$ cat config.mk
export PLATFORM = sky130hd
export DESIGN_NAME = otp_prot
export DESIGN_NICKNAME = d
export VERILOG_FILES = /design/src/otp_pkg.sv /design/src/otp_prot.sv
export VERILOG_INCLUDE_DIRS = /design/src /design/src/src
export SDC_FILE = /design/constraint.sdc
export NUM_CORES = 1
export LEC_CHECK = 0
export BUFFER_PORTS_ARGS = -buffer_cell sky130_fd_sc_hd__buf_4
export CAP_MARGIN = 5
export CORE_ASPECT_RATIO = 1.25
export CORE_MARGIN = 2
export CORE_UTILIZATION = 45
export CTS_BUF_LIST = sky130_fd_sc_hd__clkbuf_8
export CTS_CLUSTER_DIAMETER = 80
export CTS_CLUSTER_SIZE = 20
export DETAILED_ROUTE_END_ITERATION = 6
export HOLD_SLACK_MARGIN = 0.02
export SYNTH_ARGS = -nofsm -noshare
export SYNTH_HDL_FRONTEND = slang
export SYNTH_SLANG_ARGS = --single-unit
$ cat constraint.sdc
create_clock -name mclk -period 9 [get_ports mclk]
set_input_delay 0.45 -clock mclk [delete_from_list [all_inputs] [get_ports mclk]]
set_output_delay 0.45 -clock mclk [all_outputs]
set_load 0.02 [all_outputs]
$ cat src/otp_params.svh
// constants for the motor 3/4 over-torque and thermal protection block
// Summary of operation
// - faults are stored as numeric codes
// - record only faults that stop the drive
// - skip undervolt at stop, record running ones
// - backup event writes code 62 to both sets
// - over-torque mode 0 off, 1-4 continue/stop
// - modes 1,3 warn and keep running, no record
// - modes 2,4 stop drive and record fault
// - declare after current over level beyond time
// - level 10 to 250 percent, reset 120
// - warning holds until current below 5 percent
// - after over-torque stop, run needs manual reset
// - thermal mode 0 external, 1 standard, 2 off
// - thermal action time resets to 60.0 s
// - thermal threshold is 150 percent full load
// - accumulate time above threshold, trip past limit
// - thermal trip reports code and coasts motor
// - higher current trips sooner, lower later
// - standard motor trips sooner at low speed
// - external cooling ignores low speed
// - power off clears thermal accumulation
`ifndef OTP_PARAMS_SVH
`define OTP_PARAMS_SVH

// register indices; byte address is index times four
`define OTP_IX_OT_SEL_M3 16'h0e4a
`define OTP_IX_OT_LVL_M3 16'h0e4b
`define OTP_IX_OT_TIM_M3 16'h0e4c
`define OTP_IX_OT_SEL_M4 16'h0e4d
`define OTP_IX_OT_LVL_M4 16'h0e4e
`define OTP_IX_OT_TIM_M4 16'h0e4f
`define OTP_IX_TH_SEL_M3 16'h0e50
`define OTP_IX_TH_TIM_M3 16'h0e51
`define OTP_IX_TH_SEL_M4 16'h0e52
`define OTP_IX_TH_TIM_M4 16'h0e53
`define OTP_IX_STATUS 16'h0e60
`define OTP_IX_CTRL 16'h0e61
`define OTP_IX_LAST_CODE 16'h0e62

// reset values
`define OTP_RST_OT_SEL 16'h0000
`define OTP_RST_OT_LVL 16'h0078
`define OTP_RST_OT_TIM 16'h0001
`define OTP_RST_TH_SEL 16'h0001
`define OTP_RST_TH_TIM 16'h0258

// setting ranges
`define OTP_LVL_MIN 16'h000a
`define OTP_LVL_MAX 16'h00fa
`define OTP_THT_MIN 16'h012c
`define OTP_THT_MAX 16'h1770

// field positions
`define OTP_CTRL_FRST 0
`define OTP_CTRL_DEB_EN 1

// thermal threshold in percent of full load
`define OTP_TH_PCT 16'h0096

// fault codes
`define OTP_FC_UV_ACC 8'h0b
`define OTP_FC_UV_DEC 8'h0c
`define OTP_FC_UV_CON 8'h0d
`define OTP_FC_DEB 8'h3e
`define OTP_FC_OT3 8'h80
`define OTP_FC_OT4 8'h81
`define OTP_FC_TH3 8'h86
`define OTP_FC_TH4 8'h87

// timing: time settings count in 0.1 s steps
`define OTP_CLK_KHZ 25000
`define OTP_STEP_MS 100

`endif

$ cat src/otp_pkg.sv
// types for the protection block
package otp_pkg;

    typedef enum logic [2:0] {
        OTP_OT_OFF = 3'h0,
        OTP_OT_CONT_CONST = 3'h1,
        OTP_OT_STOP_CONST = 3'h2,
        OTP_OT_CONT_RUN = 3'h3,
        OTP_OT_STOP_RUN = 3'h4
    } otp_ot_mode_t;

    typedef enum logic [1:0] {
        OTP_TH_EXT = 2'h0,
        OTP_TH_STD = 2'h1,
        OTP_TH_OFF = 2'h2
    } otp_th_mode_t;

    // gray along idle, timing, warn; timing to trip flips both bits
    typedef enum logic [1:0] {
        OTP_S_IDLE = 2'b00,
        OTP_S_TIME = 2'b01,
        OTP_S_WARN = 2'b11,
        OTP_S_TRIP = 2'b10
    } otp_ot_state_t;

endpackage

$ cat src/otp_prot.sv
// over-torque and thermal protection for motors 3 and 4
`timescale 1ns/1ps
`include "otp_params.svh"

module otp_prot #(
    parameter int STEP_CYC = `OTP_STEP_MS * `OTP_CLK_KHZ
) (
    // clock and reset
    input wire logic mclk,
    input wire logic rst_b,
    // apb slave
    input wire logic psel,
    input wire logic penable,
    input wire logic pwrite,
    input wire logic [17:0] paddr,
    input wire logic [31:0] pwdata,
    output logic [31:0] prdata,
    output logic pready,
    output logic pslverr,
    // drive state
    input wire logic run_active,
    input wire logic const_speed,
    input wire logic undervolt_at_stop,
    input wire logic undervolt_accel,
    input wire logic undervolt_decel,
    input wire logic undervolt_const,
    input wire logic decel_energy_backup,
    // motor 3 measurements
    input wire logic [15:0] cur_drv_m3,
    input wire logic [15:0] cur_mot_m3,
    input wire logic low_speed_m3,
    // motor 4 measurements
    input wire logic [15:0] cur_drv_m4,
    input wire logic [15:0] cur_mot_m4,
    input wire logic low_speed_m4,
    // protection outputs
    output logic overtorque_warn_m3,
    output logic overtorque_warn_m4,
    output logic overtorque_fault_m3,
    output logic overtorque_fault_m4,
    output logic thermal_trip_m3,
    output logic thermal_trip_m4,
    output logic run_inhibit,
    output logic coast_stop,
    // fault record write port
    output logic fault_rec_wr,
    output logic fault_rec_both,
    output logic [7:0] fault_rec_code
);

    // register select: 0..9 settings, 10 status, 11 ctrl, 12 code
    function automatic logic [3:0] otp_dec(input logic [15:0] ix);
        logic [3:0] r;
        r = 4'hf;
        if (ix == `OTP_IX_OT_SEL_M3) begin
            r = 4'h0;
        end else if (ix == `OTP_IX_OT_LVL_M3) begin
            r = 4'h1;
        end else if (ix == `OTP_IX_OT_TIM_M3) begin
            r = 4'h2;
        end else if (ix == `OTP_IX_OT_SEL_M4) begin
            r = 4'h3;
        end else if (ix == `OTP_IX_OT_LVL_M4) begin
            r = 4'h4;
        end else if (ix == `OTP_IX_OT_TIM_M4) begin
            r = 4'h5;
        end else if (ix == `OTP_IX_TH_SEL_M3) begin
            r = 4'h6;
        end else if (ix == `OTP_IX_TH_TIM_M3) begin
            r = 4'h7;
        end else if (ix == `OTP_IX_TH_SEL_M4) begin
            r = 4'h8;
        end else if (ix == `OTP_IX_TH_TIM_M4) begin
            r = 4'h9;
        end else if (ix == `OTP_IX_STATUS) begin
            r = 4'ha;
        end else if (ix == `OTP_IX_CTRL) begin
            r = 4'hb;
        end else if (ix == `OTP_IX_LAST_CODE) begin
            r = 4'hc;
        end
        return r;
    endfunction

    // settings, index 0 is motor 3, 1 is motor 4
    logic [15:0] ot_sel_r [2];
    logic [15:0] ot_lvl_r [2];
    logic [15:0] ot_tim_r [2];
    logic [15:0] th_sel_r [2];
    logic [15:0] th_tim_r [2];
    logic deb_en_r;
    logic frst_r;
    logic [7:0] last_code_r;

    // per-motor state
    otp_pkg::otp_ot_state_t ot_st_r [2];
    logic [15:0] ot_cnt_r [2];
    logic ot_stop_ev_r [2];
    logic [31:0] th_acc_r [2];
    logic th_trip_r [2];
    logic th_ev_r [2];

    logic [15:0] cur_drv [2];
    logic [15:0] cur_mot [2];
    logic low_spd [2];

    logic [31:0] step_cnt_r;
    logic step_r;

    logic [3:0] sel_ix;
    logic wr_acc;
    logic [31:0] rd_nxt;

    assign cur_drv[0] = cur_drv_m3;
    assign cur_drv[1] = cur_drv_m4;
    assign cur_mot[0] = cur_mot_m3;
    assign cur_mot[1] = cur_mot_m4;
    assign low_spd[0] = low_speed_m3;
    assign low_spd[1] = low_speed_m4;

    assign sel_ix = otp_dec(paddr[17:2]);
    assign wr_acc = psel && penable && pwrite && pready;

    // 0.1 s time base shared by both motors
    always_ff @(posedge mclk) begin
        if (!rst_b) begin
            step_cnt_r <= 32'h0;
            step_r <= 1'b0;
        end else if (step_cnt_r == 32'(STEP_CYC - 1)) begin
            step_cnt_r <= 32'h0;
            step_r <= 1'b1;
        end else begin
            step_cnt_r <= step_cnt_r + 32'h1;
            step_r <= 1'b0;
        end
    end

    // apb: one setup cycle, answer in the first access cycle
    always_ff @(posedge mclk) begin
        if (!rst_b) begin
            pready <= 1'b0;
            pslverr <= 1'b0;
            prdata <= 32'h0;
        end else begin
            pready <= psel && !penable;
            pslverr <= psel && !penable && (sel_ix == 4'hf);
            prdata <= (psel && !penable && !pwrite) ? rd_nxt : 32'h0;
        end
    end

    always_comb begin
        rd_nxt = 32'h0;
        case (sel_ix)
            4'h0: rd_nxt[15:0] = ot_sel_r[0];
            4'h1: rd_nxt[15:0] = ot_lvl_r[0];
            4'h2: rd_nxt[15:0] = ot_tim_r[0];
            4'h3: rd_nxt[15:0] = ot_sel_r[1];
            4'h4: rd_nxt[15:0] = ot_lvl_r[1];
            4'h5: rd_nxt[15:0] = ot_tim_r[1];
            4'h6: rd_nxt[15:0] = th_sel_r[0];
            4'h7: rd_nxt[15:0] = th_tim_r[0];
            4'h8: rd_nxt[15:0] = th_sel_r[1];
            4'h9: rd_nxt[15:0] = th_tim_r[1];
            4'ha: rd_nxt[6:0] = {run_inhibit,
                                 thermal_trip_m4, thermal_trip_m3,
                                 overtorque_fault_m4, overtorque_fault_m3,
                                 overtorque_warn_m4, overtorque_warn_m3};
            4'hb: rd_nxt[`OTP_CTRL_DEB_EN] = deb_en_r;
            4'hc: rd_nxt[7:0] = last_code_r;
            default: rd_nxt = 32'h0;
        endcase
    end

    // control: fault reset is a write-one pulse
    always_ff @(posedge mclk) begin
        if (!rst_b) begin
            deb_en_r <= 1'b0;
            frst_r <= 1'b0;
        end else begin
            frst_r <= wr_acc && (sel_ix == 4'hb)
                      && pwdata[`OTP_CTRL_FRST];
            if (wr_acc && (sel_ix == 4'hb)) begin
                deb_en_r <= pwdata[`OTP_CTRL_DEB_EN];
            end
        end
    end

    genvar m;
    generate
        for (m = 0; m < 2; m++) begin : g_motor
            localparam logic [3:0] IX0 = 4'(3 * m);
            localparam logic [3:0] IXT = 4'(6 + 2 * m);
            otp_pkg::otp_ot_mode_t mode;
            otp_pkg::otp_th_mode_t tmode;
            logic win;
            logic over;
            logic low_cur;
            logic hot;
            logic [31:0] weight;
            logic [31:0] limit;

            // settings for this motor only
            always_ff @(posedge mclk) begin
                if (!rst_b) begin
                    ot_sel_r[m] <= `OTP_RST_OT_SEL;
                    ot_lvl_r[m] <= `OTP_RST_OT_LVL;
                    ot_tim_r[m] <= `OTP_RST_OT_TIM;
                    th_sel_r[m] <= `OTP_RST_TH_SEL;
                    th_tim_r[m] <= `OTP_RST_TH_TIM;
                end else if (wr_acc) begin
                    // undefined selections are ignored, not stored
                    if (sel_ix == IX0 && pwdata[15:0] <= 16'h0004) begin
                        ot_sel_r[m] <= pwdata[15:0];
                    end
                    if (sel_ix == IX0 + 4'h1) begin
                        if (pwdata[15:0] < `OTP_LVL_MIN) begin
                            ot_lvl_r[m] <= `OTP_LVL_MIN;
                        end else if (pwdata[15:0] > `OTP_LVL_MAX) begin
                            ot_lvl_r[m] <= `OTP_LVL_MAX;
                        end else begin
                            ot_lvl_r[m] <= pwdata[15:0];
                        end
                    end
                    if (sel_ix == IX0 + 4'h2) begin
                        ot_tim_r[m] <= pwdata[15:0];
                    end
                    if (sel_ix == IXT && pwdata[15:0] <= 16'h0002) begin
                        th_sel_r[m] <= pwdata[15:0];
                    end
                    if (sel_ix == IXT + 4'h1) begin
                        if (pwdata[15:0] < `OTP_THT_MIN) begin
                            th_tim_r[m] <= `OTP_THT_MIN;
                        end else if (pwdata[15:0] > `OTP_THT_MAX) begin
                            th_tim_r[m] <= `OTP_THT_MAX;
                        end else begin
                            th_tim_r[m] <= pwdata[15:0];
                        end
                    end
                end
            end

            assign mode = otp_pkg::otp_ot_mode_t'(ot_sel_r[m][2:0]);
            assign tmode = otp_pkg::otp_th_mode_t'(th_sel_r[m][1:0]);

            // modes 1,2 watch constant speed only; 3,4 all of run
            assign win = run_active && (mode != otp_pkg::OTP_OT_OFF)
                && (const_speed || mode == otp_pkg::OTP_OT_CONT_RUN
                    || mode == otp_pkg::OTP_OT_STOP_RUN);
            assign over = cur_drv[m] > ot_lvl_r[m];
            // 20 x current below level means under 5 percent
            assign low_cur = ({5'h0, cur_drv[m]} * 21'h14)
                             < {5'h0, ot_lvl_r[m]};

            // over-torque detector
            always_ff @(posedge mclk) begin
                if (!rst_b) begin
                    ot_st_r[m] <= otp_pkg::OTP_S_IDLE;
                    ot_cnt_r[m] <= 16'h0;
                    ot_stop_ev_r[m] <= 1'b0;
                end else begin
                    ot_stop_ev_r[m] <= 1'b0;
                    case (ot_st_r[m])
                        otp_pkg::OTP_S_IDLE: begin
                            ot_cnt_r[m] <= 16'h0;
                            if (win && over) begin
                                ot_st_r[m] <= otp_pkg::OTP_S_TIME;
                            end
                        end
                        otp_pkg::OTP_S_TIME: begin
                            if (!(win && over)) begin
                                ot_st_r[m] <= otp_pkg::OTP_S_IDLE;
                            end else if (ot_cnt_r[m] > ot_tim_r[m]) begin
                                if (mode == otp_pkg::OTP_OT_STOP_CONST
                                    || mode == otp_pkg::OTP_OT_STOP_RUN)
                                begin
                                    ot_st_r[m] <= otp_pkg::OTP_S_TRIP;
                                    ot_stop_ev_r[m] <= 1'b1;
                                end else begin
                                    ot_st_r[m] <= otp_pkg::OTP_S_WARN;
                                end
                            end else if (step_r
                                         && ot_cnt_r[m] != 16'hffff) begin
                                ot_cnt_r[m] <= ot_cnt_r[m] + 16'h1;
                            end
                        end
                        otp_pkg::OTP_S_WARN: begin
                            // warning ignores run state; low current or mode 0 ends it
                            if (low_cur || mode == otp_pkg::OTP_OT_OFF) begin
                                ot_st_r[m] <= otp_pkg::OTP_S_IDLE;
                            end
                        end
                        otp_pkg::OTP_S_TRIP: begin
                            if (frst_r) begin
                                ot_st_r[m] <= otp_pkg::OTP_S_IDLE;
                            end
                        end
                        default: ot_st_r[m] <= otp_pkg::OTP_S_IDLE;
                    endcase
                end
            end

            // thermal relay; weight grows with current
            assign hot = cur_mot[m] > `OTP_TH_PCT;
            assign weight = (tmode == otp_pkg::OTP_TH_STD && low_spd[m])
                ? {15'h0, cur_mot[m], 1'b0}
                : {16'h0, cur_mot[m]};
            assign limit = {16'h0, th_tim_r[m]}
                           * {16'h0, `OTP_TH_PCT};

            always_ff @(posedge mclk) begin
                if (!rst_b) begin
                    th_acc_r[m] <= 32'h0;
                    th_trip_r[m] <= 1'b0;
                    th_ev_r[m] <= 1'b0;
                end else begin
                    th_ev_r[m] <= 1'b0;
                    // a trip landing with a fault reset must not be lost
                    if (tmode != otp_pkg::OTP_TH_OFF && !th_trip_r[m]
                        && th_acc_r[m] > limit) begin
                        th_trip_r[m] <= 1'b1;
                        th_ev_r[m] <= 1'b1;
                    end else if (frst_r) begin
                        th_acc_r[m] <= 32'h0;
                        th_trip_r[m] <= 1'b0;
                    end else if (tmode == otp_pkg::OTP_TH_OFF) begin
                        th_acc_r[m] <= 32'h0;
                    end else if (!th_trip_r[m] && step_r && hot) begin
                        // accumulation holds while below threshold
                        th_acc_r[m] <= th_acc_r[m] + weight;
                    end
                end
            end
        end
    endgenerate

    // protection outputs, all registered
    always_ff @(posedge mclk) begin
        if (!rst_b) begin
            overtorque_warn_m3 <= 1'b0;
            overtorque_warn_m4 <= 1'b0;
            overtorque_fault_m3 <= 1'b0;
            overtorque_fault_m4 <= 1'b0;
            thermal_trip_m3 <= 1'b0;
            thermal_trip_m4 <= 1'b0;
            run_inhibit <= 1'b0;
            coast_stop <= 1'b0;
        end else begin
            overtorque_warn_m3 <= ot_st_r[0] == otp_pkg::OTP_S_WARN;
            overtorque_warn_m4 <= ot_st_r[1] == otp_pkg::OTP_S_WARN;
            overtorque_fault_m3 <= ot_st_r[0] == otp_pkg::OTP_S_TRIP;
            overtorque_fault_m4 <= ot_st_r[1] == otp_pkg::OTP_S_TRIP;
            thermal_trip_m3 <= th_trip_r[0];
            thermal_trip_m4 <= th_trip_r[1];
            run_inhibit <= ot_st_r[0] == otp_pkg::OTP_S_TRIP
                           || ot_st_r[1] == otp_pkg::OTP_S_TRIP
                           || th_trip_r[0] || th_trip_r[1];
            coast_stop <= th_trip_r[0] || th_trip_r[1];
        end
    end

    // fault recorder: one stopping fault per cycle, fixed priority
    always_ff @(posedge mclk) begin
        if (!rst_b) begin
            fault_rec_wr <= 1'b0;
            fault_rec_both <= 1'b0;
            fault_rec_code <= 8'h0;
            last_code_r <= 8'h0;
        end else begin
            fault_rec_wr <= 1'b1;
            fault_rec_both <= 1'b0;
            if (deb_en_r && decel_energy_backup) begin
                fault_rec_code <= `OTP_FC_DEB;
                fault_rec_both <= 1'b1;
                last_code_r <= `OTP_FC_DEB;
            end else if (th_ev_r[0]) begin
                fault_rec_code <= `OTP_FC_TH3;
                last_code_r <= `OTP_FC_TH3;
            end else if (th_ev_r[1]) begin
                fault_rec_code <= `OTP_FC_TH4;
                last_code_r <= `OTP_FC_TH4;
            end else if (ot_stop_ev_r[0]) begin
                fault_rec_code <= `OTP_FC_OT3;
                last_code_r <= `OTP_FC_OT3;
            end else if (ot_stop_ev_r[1]) begin
                fault_rec_code <= `OTP_FC_OT4;
                last_code_r <= `OTP_FC_OT4;
            end else if (undervolt_accel) begin
                fault_rec_code <= `OTP_FC_UV_ACC;
                last_code_r <= `OTP_FC_UV_ACC;
            end else if (undervolt_decel) begin
                fault_rec_code <= `OTP_FC_UV_DEC;
                last_code_r <= `OTP_FC_UV_DEC;
            end else if (undervolt_const) begin
                fault_rec_code <= `OTP_FC_UV_CON;
                last_code_r <= `OTP_FC_UV_CON;
            end else begin
                // undervolt at stop falls here: never recorded
                fault_rec_wr <= 1'b0;
            end
        end
    end

    // undervolt_at_stop is accepted only so the bench can drive it
    logic unused_uvs;
    assign unused_uvs = undervolt_at_stop;

endmodule

==> results list <==
* Type of origin of the critical path: register
- Starting DRT DRC Count: 1284
* # H-tree levels: 1
* Switching power of the nets: 1.29 mW
- Slew headroom: 15.9%
- In this run the vertical extent of the chip is 268 µm.
- Die boundary width: 215 µm
- Fraction of synthesized cell area taken by the top area cell type: between 30% and 40%
* Max clock buf depth: 3
* Reg clk slew, reported paths: 0.13 ns
- For the worst flop-to-flop path, the logic depth is 24.
- Maximum Capacitance Violations: 0
* Period utilization: 81.4%
- Die ar.: 57600 µm²
- Number of setup buffers added after CTS: 0
* Detailed-routing iteration count for the pre-antenna-repair pass: 6
- The worst-case IR drop observed on VDD is 0.0976 mV.
- Row generation in the floorplan step produced 96 rows.
- After clock tree synthesis, the flow added hold-fix buffers numbering 0.
- Number of resized instances in the post-cts repair step: 0
- Of all cell types, the one taking the most synthesized area is edfxtp_1.
* Core ar.: 54900 µm²
- 180 I/O pins were placed.
- Data on the critical path is required at its endpoint by 9.27 ns.
- Sorting the synthesized cells by how often they occur yields ha_1, edfxtp_1, inv_1, nor2_1, nand2_1.
* Worst min-delay path endpoint: pready
- Result of the run: completed
- Port buffer count: 143
* Part of the power in combinational logic: 31.1%
- For this configuration, the core starts out at a cell density of between 40 and 50%.
- The detailed router used layers up to and including met4.
* Final weighted congestion in routability-driven placement: 0.906
- Post-DP Area: 27200 µm²
- Among all cell types in the netlist, the one instantiated most often is ha_1.
- Metal1 wirelength: 26.3 mm
* Overall power: 3.89 mW
* Sinks on Clock Net: 335
* Via count of the first global-routing pass: 19092
- Async set or reset register ratio after synthesis: 0%
- In this run the critical register-to-register path is launched from th_tim_r[0][5].
* Yosys warning total: 0
* TritonCTS buffer count: 23
- Antenna violations before repair: 1
- For the pin with the worst max-slew slack, the measured transition is 1.26 ns.
- In the final design database the tool counted around 3200 nets.
- Static leakage power: between 10 and 15 nW
- Number of fillers in the final layout: 5076
* Share of layout cells above drive strength 1: 10.3%
- Post-route DRC: 0
* Wire length on met3: 2.99 mm
- Compared with the post-synthesis result, the final layout area differs by 10.7%.
- Wire length on met2: approximately 33 mm
- Clk root buf: clkbuf_8
- Fraction of the core area covered by cells at the end of the flow: 50.5%
- Seq cells post-synth: 335
- Top FF cell, synth: edfxtp_1
* Placed Instances: 3401
- Sorting the synthesized cells by area gives the leading types as edfxtp_1, ha_1, dfxtp_1.
* Average wire per standard cell: 19.0 µm
* Number of enable flip-flop cells after synthesis: 261
* Wire length of the first global-routing pass: 103 mm
- Number of different library cells in the post-synthesis netlist: 90
- Detailed-route wire length: 65.4 mm
- For this design the ratio of total power to cell area is roughly 140 nW/µm².
* Achievable clock frequency: 137 MHz
- The smallest clock period supported by the final layout is computed as roughly 7.3 ns.
- Global routing consumed, over all layers together, 22.6% of the routing resources.
- GR Overflow Total: 0
- Each instance of the synthesized netlist takes up on average roughly 10 µm².
* Fraction of the yosys area taken by sequential cells: a little under two fifths
* Post-DR vias/cell: about 5.5
- Clock latency on the worst-skew pair, taken at its later pin, is 0.64 ns.
- Gate count after technology mapping: 2469
* Placed wire-length estimate: 52.5 mm
- Non-filler cells in the finished layout: 3444
* Endpoint of the most critical register-to-register path: th_acc_r[0][18]
* Register-to-Register Setup Slack: 1.68 ns
- The final route contains 18993 vias.
- Number of cells on the worst hold path: 3
* Clock network fraction of total power: 22.1%
- In this run, flip-flops and latches consume 46.8% of the power.
* Endpoints failing setup: 0
* Combined area of all synthesized cells: 25000 µm²
* Type of destination of the critical path: register
* Max FO, Critical Path: 32
- Int Power: roughly 2.6 mW
* Worst setup path startpoint: th_tim_r[0][5]
- Type of the tightest min-delay check: in2reg
* Antenna Violating Nets Remaining: 0
- The final hold violation count was 0.
- Final TNS setup: 0 ns
- Entering global routing, the biggest net connects 60 pins.
* Max Slew Vio Count: 0
- Clock tree from TritonCTS: done
- Of the total power, the share spent switching nets is between 30 and 40%.
- Data arrives at the worst endpoint at 7.60 ns.
* Clk_skew: 0.0379 ns
- Final std cell area, no fill: roughly 28000 µm²
* Unrepaired setup endpoints after global routing: false
* Worst Setup Path Type: reg2reg
- Source of the worst hold timing path: penable
[layout make-up]
class	count	area (µm²)	area share (%)
diodes	1	2.50	0.00903
well taps	735	920	3.32
clock inverters	19	170	0.614
flip-flops and latches	335	9320	33.6
multi-input cells	1932	14900	53.7
repair buffers	157	1180	4.25
inverters	242	908	3.28
clock buffers	23	317	1.14
[critical path: stages, from the launching register on]
cell	delay, ns
edfxtp_1	0.55
ha_1	0.36
ha_1	0.30
fa_1	0.54
inv_1	0.05
fa_1	0.49
inv_1	0.04
ha_1	0.34
a21o_1	0.22
a2111o_1	0.32
a41oi_2	0.28
o221ai_2	0.16
o41ai_2	0.37
o21ai_1	0.10
a21oi_1	0.19
xor2_1	0.21
ha_1	0.27
nor2b_1	0.13
o21ai_0	0.12
o21ai_0	0.10
o21a_1	0.17
a311o_1	0.35
or4_4	0.71
o211ai_1	0.17
buf_4	0.41
[registers in the layout (all words and copies together) (netlist names), 2 cells and up]
register and cells:
th_acc_r 64, ot_cnt_r 32, ot_lvl_r 32, ot_sel_r 32
ot_tim_r 32, step_cnt_r 32, th_sel_r 32, th_tim_r 32
prdata 16, fault_rec_code 4, ot_st_r 4, last_code_r 2
ot_stop_ev_r 2, th_ev_r 2, th_trip_r 2
[power by group through the flow]
| stage | logic (mW) | clock network (mW) | registers, mW |
|---|---|---|---|
| 2_1_floorplan | 0.898 | 0 | 1.83 |
| 3_3_place_gp | 1.17 | 0 | 1.85 |
| 3_5_place_dp | 1.20 | 0 | 1.85 |
| 4_1_cts | 1.21 | 0.883 | 1.82 |
| 5_1_grt | 1.38 | 0.925 | 1.83 |
| 6_report | 1.21 | 0.861 | 1.82 |
[metal layers]
layer / vias to the layer above / track usage [%]
li1: 9305 / -
met1: 9151 / 26.8
met2: 439 / 41.8
met3: 98 / 2.45
met4: 0 / 8.91
met5: - / 0
[cells by family (layout without fill, tap and decap cells)]
logic type | Yosys count | after routing | synth area share, %
compound gates | 476 | 476 | 12.6
xor+xnor | 142 | 142 | 4.97
fa+ha+maj | 403 | 403 | 21.6
buf+inv | 308 | 441 | 5.05
flops | 335 | 335 | 37.2
mux | 69 | 69 | 3.77
other cells | 1 | 108 | 0.0150
simple gates | 735 | 735 | 14.7
[cells in the final DEF (no fill, tap or decap), types with 8 or more instances in the layout]
| master | instances |
|---|---|
| a211o_1 | 8 |
| xor2_1 | 73 |
| nand3b_1 | 8 |
| o21ai_0 | 92 |
| o21ai_1 | 9 |
| dfxtp_1 | 74 |
| and2_1 | 40 |
| nor3_1 | 40 |
| or3_1 | 19 |
| buf_4 | 157 |
| mux2i_1 | 19 |
| a21oi_1 | 122 |
| and3_1 | 32 |
| nor4_1 | 24 |
| a22oi_1 | 15 |
| nand3_1 | 62 |
| xnor2_1 | 69 |
| fa_1 | 50 |
| a211oi_1 | 14 |
| a221oi_1 | 8 |
| a31oi_1 | 11 |
| mux4_2 | 17 |
| nor2b_1 | 22 |
| and4_1 | 9 |
| o21a_1 | 30 |
| a222oi_1 | 10 |
| edfxtp_1 | 261 |
| conb_1 | 107 |
| nand2_1 | 125 |
| nor2_1 | 241 |
| o211ai_1 | 12 |
| nand2b_1 | 19 |
| o21bai_1 | 13 |
| ha_1 | 353 |
| or2_2 | 13 |
| a21o_1 | 54 |
| mux2_2 | 33 |
| clkbuf_8 | 23 |
| inv_1 | 248 |
| nand4_1 | 52 |
[stage by stage]
step           worst slack (ns)  hold WS (ns)
2_1_floorplan              1.66         0.430
3_3_place_gp               1.75         0.444
3_5_place_dp               1.69         0.459
4_1_cts                    1.67        0.0501
5_1_grt                    1.24        0.0873
6_report                   1.68        0.0820
[how the worst max path moves through the flow]
| stage | slack (ns) | to |
|---|---|---|
| 4_1_cts | 1.67 | th_acc_r[0][25] |
| 6_report | 1.68 | th_acc_r[0][18] |
| 3_5_place_dp | 1.69 | th_acc_r[0][28] |
| 2_1_floorplan | 1.66 | th_acc_r[0][0] |
| 5_1_grt | 1.24 | th_acc_r[0][20] |
| 3_3_place_gp | 1.75 | th_acc_r[0][17] |
No activity file was read; power rests on OpenSTA's default activity.
